**config.mk**
```make
export PLATFORM = sky130hd
export DESIGN_NAME = lrro_exec
export DESIGN_NICKNAME = d
export VERILOG_FILES = /design/src/lrro_exec.v
export VERILOG_INCLUDE_DIRS = /design/src /design/src/shared
export SDC_FILE = /design/constraint.sdc
export NUM_CORES = 1
export LEC_CHECK = 0
export ABC_AREA = 1
export BUFFER_PORTS_ARGS = -buffer_cell sky130_fd_sc_hd__buf_2
export CORE_ASPECT_RATIO = 1.4
export CORE_MARGIN = 2
export CORE_UTILIZATION = 39
export CTS_CLUSTER_SIZE = 8
export DETAILED_ROUTE_END_ITERATION = 6
export GPL_ROUTABILITY_DRIVEN = 0
export PLACE_DENSITY = 0.77
export SLEW_MARGIN = 20
export SYNTH_ARGS = -nofsm -noshare
export SYNTH_HDL_FRONTEND = slang
export SYNTH_SLANG_ARGS = --single-unit
```
**constraint.sdc**
```tcl
create_clock -name clk -period 3.2 [get_ports clk]
set_clock_uncertainty 0.2 [all_clocks]
set_input_delay 0.64 -clock clk [delete_from_list [all_inputs] [get_ports clk]]
set_output_delay 0.64 -clock clk [all_outputs]
set_load 0.005 [all_outputs]
```
**src/shared/lrro_defines.vh**
```
// constants for the literal-return and rotate instruction executor
// assumes a 12-bit instruction word and 8-bit data path
// Functional notes
// - return-with-literal loads literal into accumulator
// - return-with-literal pops stack top into pc
// - return-with-literal takes two instruction cycles
// - left rotate through carry, carry only
// - right rotate through carry, carry only
// - left rotate: d=0 to accumulator, d=1 to file
// - right rotate: d=0 to accumulator, d=1 to file
`ifndef LRRO_DEFINES_VH
`define LRRO_DEFINES_VH
`define LRRO_OP_CFG_LOAD   12'h002
`define LRRO_RET_HI        4'h8
`define LRRO_ROT_HI        6'h0d
`define LRRO_ROT_LEFT_HI   6'h0d
`define LRRO_ROT_RIGHT_HI  6'h0c
`define LRRO_DIR_BIT       6
`define LRRO_DEST_BIT      5
`define LRRO_ADDR_MSB      4
`define LRRO_CFG_RESET     8'hff
`define LRRO_ACC_RESET     8'h00
`define LRRO_ST_EXEC       1'b0
`define LRRO_ST_FLUSH      1'b1
`define LRRO_RET_MSB       11
`define LRRO_RET_LSB       8
`define LRRO_ROT_MSB       11
`define LRRO_ROT_LSB       7
`define LRRO_ROT_CODE      5'h06
`define LRRO_LIT_MSB       7
`define LRRO_DATA_MSB      7
`define LRRO_CARRY_RESET   1'b0
`define LRRO_WADDR_RESET   5'h00
`define LRRO_WDATA_RESET   8'h00
`endif

```
**src/lrro_exec.v**
```verilog
// executes the config-load, return-with-literal and the two rotate instructions
// assumes the fetch stage presents instr with instr_valid each instruction cycle,
// the register file returns file_rdata combinationally for file_addr, and the
// stack offers stack_top; writes and pops are one-cycle pulses
`default_nettype none
`include "lrro_defines.vh"
module lrro_exec #(
  parameter PC_W = 10
) (
  input  wire            clk,
  input  wire            rst_n,
  input  wire            instr_valid,
  input  wire [11:0]     instr,
  input  wire [7:0]      file_rdata,
  input  wire [PC_W-1:0] stack_top,
  output wire [4:0]      file_addr,
  output reg  [7:0]      acc_q,
  output reg  [7:0]      cfg_q,
  output reg             carry_q,
  output reg             file_we_q,
  output reg  [4:0]      file_waddr_q,
  output reg  [7:0]      file_wdata_q,
  output reg             stack_pop_q,
  output reg             pc_load_q,
  output reg  [PC_W-1:0] pc_value_q,
  output reg             busy_q
);
  reg rst_s1_q;
  reg rst_s2_q;
  always @(posedge clk or negedge rst_n) begin
    if (!rst_n) begin
      rst_s1_q <= 1'b0;
      rst_s2_q <= 1'b0;
    end else begin
      rst_s1_q <= 1'b1;
      rst_s2_q <= rst_s1_q;
    end
  end

  // instruction classes after decode
  localparam CLS_NONE = 2'b00;
  localparam CLS_CFG  = 2'b01;
  localparam CLS_RET  = 2'b10;
  localparam CLS_ROT  = 2'b11;

  // sequencer states
  localparam ST_EXEC  = `LRRO_ST_EXEC;
  localparam ST_FLUSH = `LRRO_ST_FLUSH;

  // address goes straight to the file; read data is combinational
  // so a rotate finishes in the cycle it is offered
  assign file_addr = instr[`LRRO_ADDR_MSB:0];

  reg            state_q;
  reg            state_d;
  reg  [7:0]     acc_d;
  reg  [7:0]     cfg_d;
  reg            carry_d;
  reg            file_we_d;
  reg  [4:0]     file_waddr_d;
  reg  [7:0]     file_wdata_d;
  reg            stack_pop_d;
  reg            pc_load_d;
  reg [PC_W-1:0] pc_value_d;
  reg            busy_d;
  reg  [1:0]     op_cls;
  reg  [7:0]     rot_res;
  reg            rot_c;

  // instruction fields
  wire           exec     = instr_valid && (state_q == ST_EXEC);
  wire [3:0]     ret_hi   = instr[`LRRO_RET_MSB:`LRRO_RET_LSB];
  wire [4:0]     rot_hi   = instr[`LRRO_ROT_MSB:`LRRO_ROT_LSB];
  wire [7:0]     literal  = instr[`LRRO_LIT_MSB:0];
  wire [4:0]     f_addr   = instr[`LRRO_ADDR_MSB:0];
  wire           rot_left = instr[`LRRO_DIR_BIT];
  wire           to_file  = instr[`LRRO_DEST_BIT];

  // nothing is taken in the flush cycle, so exec gates every class
  always @* begin
    op_cls = CLS_NONE;
    if (exec) begin
      if (instr == `LRRO_OP_CFG_LOAD)
        op_cls = CLS_CFG;
      else if (ret_hi == `LRRO_RET_HI)
        op_cls = CLS_RET;
      else if (rot_hi == `LRRO_ROT_CODE)
        op_cls = CLS_ROT;
    end
  end

  // rotate datapath: the carry is the ninth bit of the ring
  always @* begin
    if (rot_left) begin
      rot_res = {file_rdata[`LRRO_DATA_MSB-1:0], carry_q};
      rot_c   = file_rdata[`LRRO_DATA_MSB];
    end else begin
      rot_res = {carry_q, file_rdata[`LRRO_DATA_MSB:1]};
      rot_c   = file_rdata[0];
    end
  end

  // next-state logic; pulses fall back to zero every cycle
  always @* begin
    state_d      = state_q;
    acc_d        = acc_q;
    cfg_d        = cfg_q;
    carry_d      = carry_q;
    file_we_d    = 1'b0;
    file_waddr_d = file_waddr_q;
    file_wdata_d = file_wdata_q;
    stack_pop_d  = 1'b0;
    pc_load_d    = 1'b0;
    pc_value_d   = pc_value_q;
    busy_d       = 1'b0;
    case (state_q)
      ST_EXEC: begin
        case (op_cls)
          CLS_CFG: begin
            // status flags are left alone here
            cfg_d = acc_q;
          end
          CLS_RET: begin
            acc_d       = literal;
            stack_pop_d = 1'b1;
            pc_load_d   = 1'b1;
            pc_value_d  = stack_top;
            // prefetched word is stale once pc changes
            state_d     = ST_FLUSH;
            busy_d      = 1'b1;
          end
          CLS_ROT: begin
            carry_d = rot_c;
            if (to_file) begin
              file_we_d    = 1'b1;
              file_waddr_d = f_addr;
              file_wdata_d = rot_res;
            end else begin
              acc_d = rot_res;
            end
          end
          default: begin
            // other opcodes belong elsewhere; nothing changes
            state_d = ST_EXEC;
          end
        endcase
      end
      ST_FLUSH: begin
        // second cycle: whatever was fetched is dropped
        state_d = ST_EXEC;
      end
      default: begin
        state_d = ST_EXEC;
      end
    endcase
  end

  // state and output registers; every output except file_addr leaves from here
  always @(posedge clk or negedge rst_s2_q) begin
    if (!rst_s2_q) begin
      state_q      <= ST_EXEC;
      acc_q        <= `LRRO_ACC_RESET;
      cfg_q        <= `LRRO_CFG_RESET;
      carry_q      <= `LRRO_CARRY_RESET;
      file_we_q    <= 1'b0;
      file_waddr_q <= `LRRO_WADDR_RESET;
      file_wdata_q <= `LRRO_WDATA_RESET;
      stack_pop_q  <= 1'b0;
      pc_load_q    <= 1'b0;
      pc_value_q   <= {PC_W{1'b0}};
      busy_q       <= 1'b0;
    end else begin
      state_q      <= state_d;
      acc_q        <= acc_d;
      cfg_q        <= cfg_d;
      carry_q      <= carry_d;
      file_we_q    <= file_we_d;
      file_waddr_q <= file_waddr_d;
      file_wdata_q <= file_wdata_d;
      stack_pop_q  <= stack_pop_d;
      pc_load_q    <= pc_load_d;
      pc_value_q   <= pc_value_d;
      busy_q       <= busy_d;
    end
  end

  // limitation: file_addr is the only output not from a flop, since the
  // register file must answer within the same instruction cycle
endmodule // lrro_exec
`default_nettype wire

```
Word level (Yosys, flattened, before mapping)
Cells that the tools add are included.
{"block": "totals", "output_inout_bits": 49, "ff_bits": 45, "input_bits": 33}
{"block": "classes", "eq_ne": 7, "n_mux": 14, "n_reduce_logical": 7, "bitwise_logic": 1}
{"op": "8-bit two-way mux", "count": 2}
{"op": "8-bit case mux with 2 select lines", "count": 1}
{"op": "12-bit by 2-bit == test with 1-bit output, second input constant", "count": 1}
{"op": "2-bit two-way mux", "count": 4}
{"op": "1-bit two-way mux", "count": 6}
{"op": "2-bit AND reduction", "count": 3}
{"op": "3-bit AND reduction", "count": 2}
{"op": "5-bit by 3-bit == test with 1-bit output, second input constant", "count": 1}
{"op": "2-bit == test, second input constant", "count": 2}
{"op": "4-bit == test, second input constant", "count": 1}
{"op": "2-bit by 1-bit == test with 1-bit output, second input constant", "count": 1}
{"op": "2-bit inequality test, second input constant", "count": 1}
{"op": "1-bit case mux with 2 select lines", "count": 1}
{"op": "2-bit nonzero test", "count": 1}
{"op": "1-bit logical AND", "count": 1}
{"op": "1-bit NOT", "count": 1}

Longest topological paths before layout
{"block": "logic_depth", "depth_word": 8, "depth_mapped": 11, "mapped_depth_nobuf": 11}

Worst setup path after synthesis
Ideal clock, no wire load.
{"block": "synth_path", "path_type": "input to register", "start": "in instr[11]", "end": "reg file_wdata_q[4]", "path_stages": 8, "setup_ns": 0.117, "arrival_ns": 1.497, "required_time_ns": 2.883, "setup_slack_ns": 1.386, "path_cell_list": "nor2_2 -> nand2_1 -> nor2_2 -> buf_6 -> nand4_4 -> buf_2 -> nand2_1 -> nand2_1"}
{"block": "synth_between", "elab_chain_len": 7}
{"element": "start: declaration", "line": "lrro_exec.v:13", "source": "input wire [11:0] instr,"}
{"element": "5-bit by 3-bit == test with 1-bit output (no line)"}
{"element": "2-bit two-way mux", "line": "lrro_exec.v:87", "source": "else if (rot_hi == `LRRO_ROT_CODE)"}
{"element": "2-bit two-way mux", "line": "lrro_exec.v:85", "source": "else if (ret_hi == `LRRO_RET_HI)"}
{"element": "2-bit two-way mux *", "line": "lrro_exec.v:83", "source": "if (instr == `LRRO_OP_CFG_LOAD)"}
{"element": "2-bit two-way mux *", "line": "lrro_exec.v:82", "source": "if (exec) begin"}
{"element": "2-bit == test *"}
{"element": "3-bit AND reduction (no line) *"}
{"element": "end signal: assignment", "line": "lrro_exec.v:167", "source": "file_wdata_q <= `LRRO_WDATA_RESET;"}
{"element": "end signal: assignment", "line": "lrro_exec.v:179", "source": "file_wdata_q <= file_wdata_d;"}
{"element": "end: declaration", "line": "lrro_exec.v:22", "source": "output reg [7:0] file_wdata_q,"}
Every way passes the cells marked *; elsewhere a longest branch is shown, timed or not.
A chain may end at the register's enable or synchronous reset.

Worst setup path in the final report
{"block": "layout_path", "start": "in instr[11]", "end": "reg acc_q[7]"}
{"block": "layout_between", "elab_chain_len": 8}
{"element": "5-bit by 3-bit == test with 1-bit output (no line)"}
{"element": "2-bit two-way mux", "line": "lrro_exec.v:87"}
{"element": "2-bit two-way mux", "line": "lrro_exec.v:85"}
{"element": "2-bit two-way mux *", "line": "lrro_exec.v:83"}
{"element": "2-bit two-way mux *", "line": "lrro_exec.v:82"}
{"element": "2-bit == test, on equally long branches"}
{"element": "2-bit inequality test (no line) or 2-bit nonzero test (tied branches)"}
{"element": "3-bit AND reduction (no line)"}
{"element": "end signal: assignment", "line": "lrro_exec.v:162", "source": "acc_q <= `LRRO_ACC_RESET;"}
{"element": "end: declaration", "line": "lrro_exec.v:17", "source": "output reg [7:0] acc_q,"}
Marked as above.

==> flow_summary.toml <==
[critical_path]
cp.arrival_ps = 2080
critical_path.cell_chain = "buf_2, nor2_2, nand2_1, nor2_2, nand4_4, nand2_4, inv_2, nand2_1, nand2_1"
r2r-end = "acc_q[7]"
cp_slowest_stage_delay_ps = 400
end_kind = "flop"
crit_fanout = 16
worstSetupStartpointType = "input pin"
critPathLaunch = "instr[11]"
r2r_start = "busy_q"
critPathSlowestCell = "nor2_2"
crit_required_ps = 3180
crit_type = "in2reg"
worst_path_most_repeated_cell = "nand2_1"
r2r_setup_slack_ps = 1180
ff2ff_path_depth = 6

[sta]
slew_headroom = 0.4051
setup_slack_ps = 1100
drv_slew = 0
final.min_clock_period_ps = 2100
fmax_mhz = 476.2
setup_viol = 0
rsz0062_at_grt = "false"
fin_setup_tns_ps = 0
hold_viol = 0
fin_crit_sh = 0.6563
tightestPinTransition_ps = 892.4

[logic_synthesis]
synth_cell_type_count = 22
netlist_instances = 261
syn_area_um2 = 2100
synth-seq-area-share = 0.5292
ys_ff_latch = 44
synth_top_area_frac = 0.4291
avgSynthCellArea_um2 = 8.044
yosys-top-cells-area = "dfrtp_1 43%, nand2_1 21%, dfstp_2 10%, o21ai_0 4.3%, inv_1 3.6%"
syn_nets = 294
synth.largest_area_cell = "dfrtp_1"
yosys_warnings = 0

[cells_and_area]
finalNonFillerCells = 399
syn_to_final_growth_pct = 22.88
final_nets = 365
drive_gt1_frac = 0.3303
final_cell_area_um2 = 2580
diodes = 0
fillers = 531

[worst_hold_path]
hold_path.class = "reg2reg"
min_from = "rst_s1_q"
whs_endpoint = "rst_s2_q"
holdPathStages = 0

[clock_network]
cts_made_buffers = 5
clk_path_buf_depth = 2
cts_sinks = 44
post_cts_resized = 0
clockRootBuffer = "clkbuf_8"
clkLatencyLatePin_ps = 290
path_clk_slew_ps = 80
htreeDepth = 2
cts_tree = "built"

[global_routing]
grt_overflow = 0
grt_max_degree = 43
grt_usage = 0.1665
grt_pass1_wl_mm = 7.734
grt_antenna_before_repair = 0
grt_pass1_vias = 1661

[power_and_ir_drop]
p_clk_frac = 0.296
p_comb_frac = 0.186
finalPower_mw = 1.402
p_sw_mw = 0.3815
p_sw_frac = 0.2722
power_density_nw_per_um2 = 543.4
seqPwrFrac = 0.518
p_leak_nw = 1.482
ir_worst_vdd_mv = 0.3164
intPower_mw = 1.020

[die]
dieArea_um2 = 5995
die_w_um = 66.01
die_h_um = 90.82
ios = 82
core_region_area_um2 = 5197
initial_core_util = 0.4039
rows = 31

[drt]
first_pass_iters = 5
vias_per_cell = 4.526
drc_errors = 0
ant_nets = 0
finalWirelength_mm = 4.633
num_vias = 1806
drtIter0Drc = 56
wl_per_cell_um = 11.61

[placement]
placed_area_um2 = 2459
port_buffers = 81
hpwlAfterDp_mm = 3.590
pre_cts_ws_ps = 789.5
dp.cells = 390

[flow_run]
drv_cap = 0

[status]
status = "complete, no violations"
synthesized netlist by cell type:
library cell	count
clkinv_2	1
dfstp_2	8
inv_1	20
nand2_1	120
o21ai_1	8
buf_2	5
inv_2	1
a21oi_1	3
buf_4	9
nand3_2	2
dfrtp_1	36
nand4_1	8
nor2_2	4
buf_6	3
o21ai_0	18
clkbuf_1	1
nand4_4	1
nor2_1	8
nand3_1	1
nand2_4	1
conb_1	1
nand2_2	2
power by group through the flow:
stage	combinational [mW]	sequential (mW)	clock, mW
5_1_grt	0.301	0.741	0.454
6_report	0.260	0.726	0.416
4_1_cts	0.266	0.729	0.429
2_1_floorplan	0.119	0.739	0
3_3_place_gp	0.256	0.734	0
3_5_place_dp	0.263	0.740	0
cells in the final DEF (no fill, tap or decap), drive strengths merged:
master / instances
clkinv: 2
o21ai: 26
buf: 81
dlygate4sd3: 1
conb: 1
a21oi: 3
nand2: 123
nand3: 3
bufinv: 1
inv: 21
clkbuf: 5
dfrtp: 36
dfstp: 8
nand4: 9
clkinvlp: 1
nor2: 12
flip-flops by register name (all words and copies together), names as in the netlist:
signal,count
rst_s2_q,1
busy_q,1
carry_q,1
acc_q,8
file_wdata_q,8
rst_s1_q,1
cfg_q,8
pc_value_q,10
file_waddr_q,5
file_we_q,1
how the worst max path moves through the flow:
stage / endpoint / slack [ps] / depth (start not counted)
after global placement: acc_q[7] / 830 / 9
final: acc_q[7] / 1100 / 9
after CTS: acc_q[7] / 1090 / 9
after detailed placement: acc_q[7] / 790 / 9
after global routing: acc_q[2] / 930 / 9
after floorplan: file_wdata_q[4] / 1390 / 8
final cells by class:
type | instances | area [µm²] | area share
clock buffers | 5 | 68.82 | 0.02667
clock inverters | 3 | 42.54 | 0.01649
inverters | 22 | 83.83 | 0.03249
multi-input cells | 177 | 774.5 | 0.3002
flip-flops and latches | 44 | 1112 | 0.4311
well taps | 66 | 82.58 | 0.03201
repair buffers | 82 | 415.4 | 0.1610
worst max-delay path, delay by kind of cell:
family                 cells  cell delay, ps
and+or+nand+nor            7            1240
buffers and inverters      2             200
cell families (layout without fill, tap and decap cells):
group	Yosys count	after routing	synth area share
flops	44	44	0.5292
compound gates	29	29	0.06913
simple gates	147	147	0.2980
buf+inv	40	112	0.1019
other cells	1	1	0.001786
metrics by stage:
step / util / hold WS, ps
floorplan: - / 131.2
global placement: 0.4730 / 137.1
detailed placement: 0.4730 / 141.6
CTS: 0.4964 / 170.3
global route: 0.4964 / 180.3
finish: 0.4964 / 165.2
what timing repair did:
action / 4_1_cts / 5_1_grt
hold buffers: 1 / 0
endpoints found under the hold margin: 2 / 0
buffers inserted: 0 / 0
metal layers:
| layer | wire length, µm | up-vias | global-route usage | part of all wire |
|---|---|---|---|---|
| met3 | 253 | 6 | 0.03491 | 0.055 |
| met2 | 2399 | 67 | 0.2551 | 0.52 |
| met4 | 69 | 0 | 0.07143 | 0.015 |
| met1 | 1911 | 791 | 0.2261 | 0.41 |
| met5 | 0 | - | 0 | 0 |
| li1 | - | 942 | - | - |
Note: power is estimated with default switching activity, not from simulation.
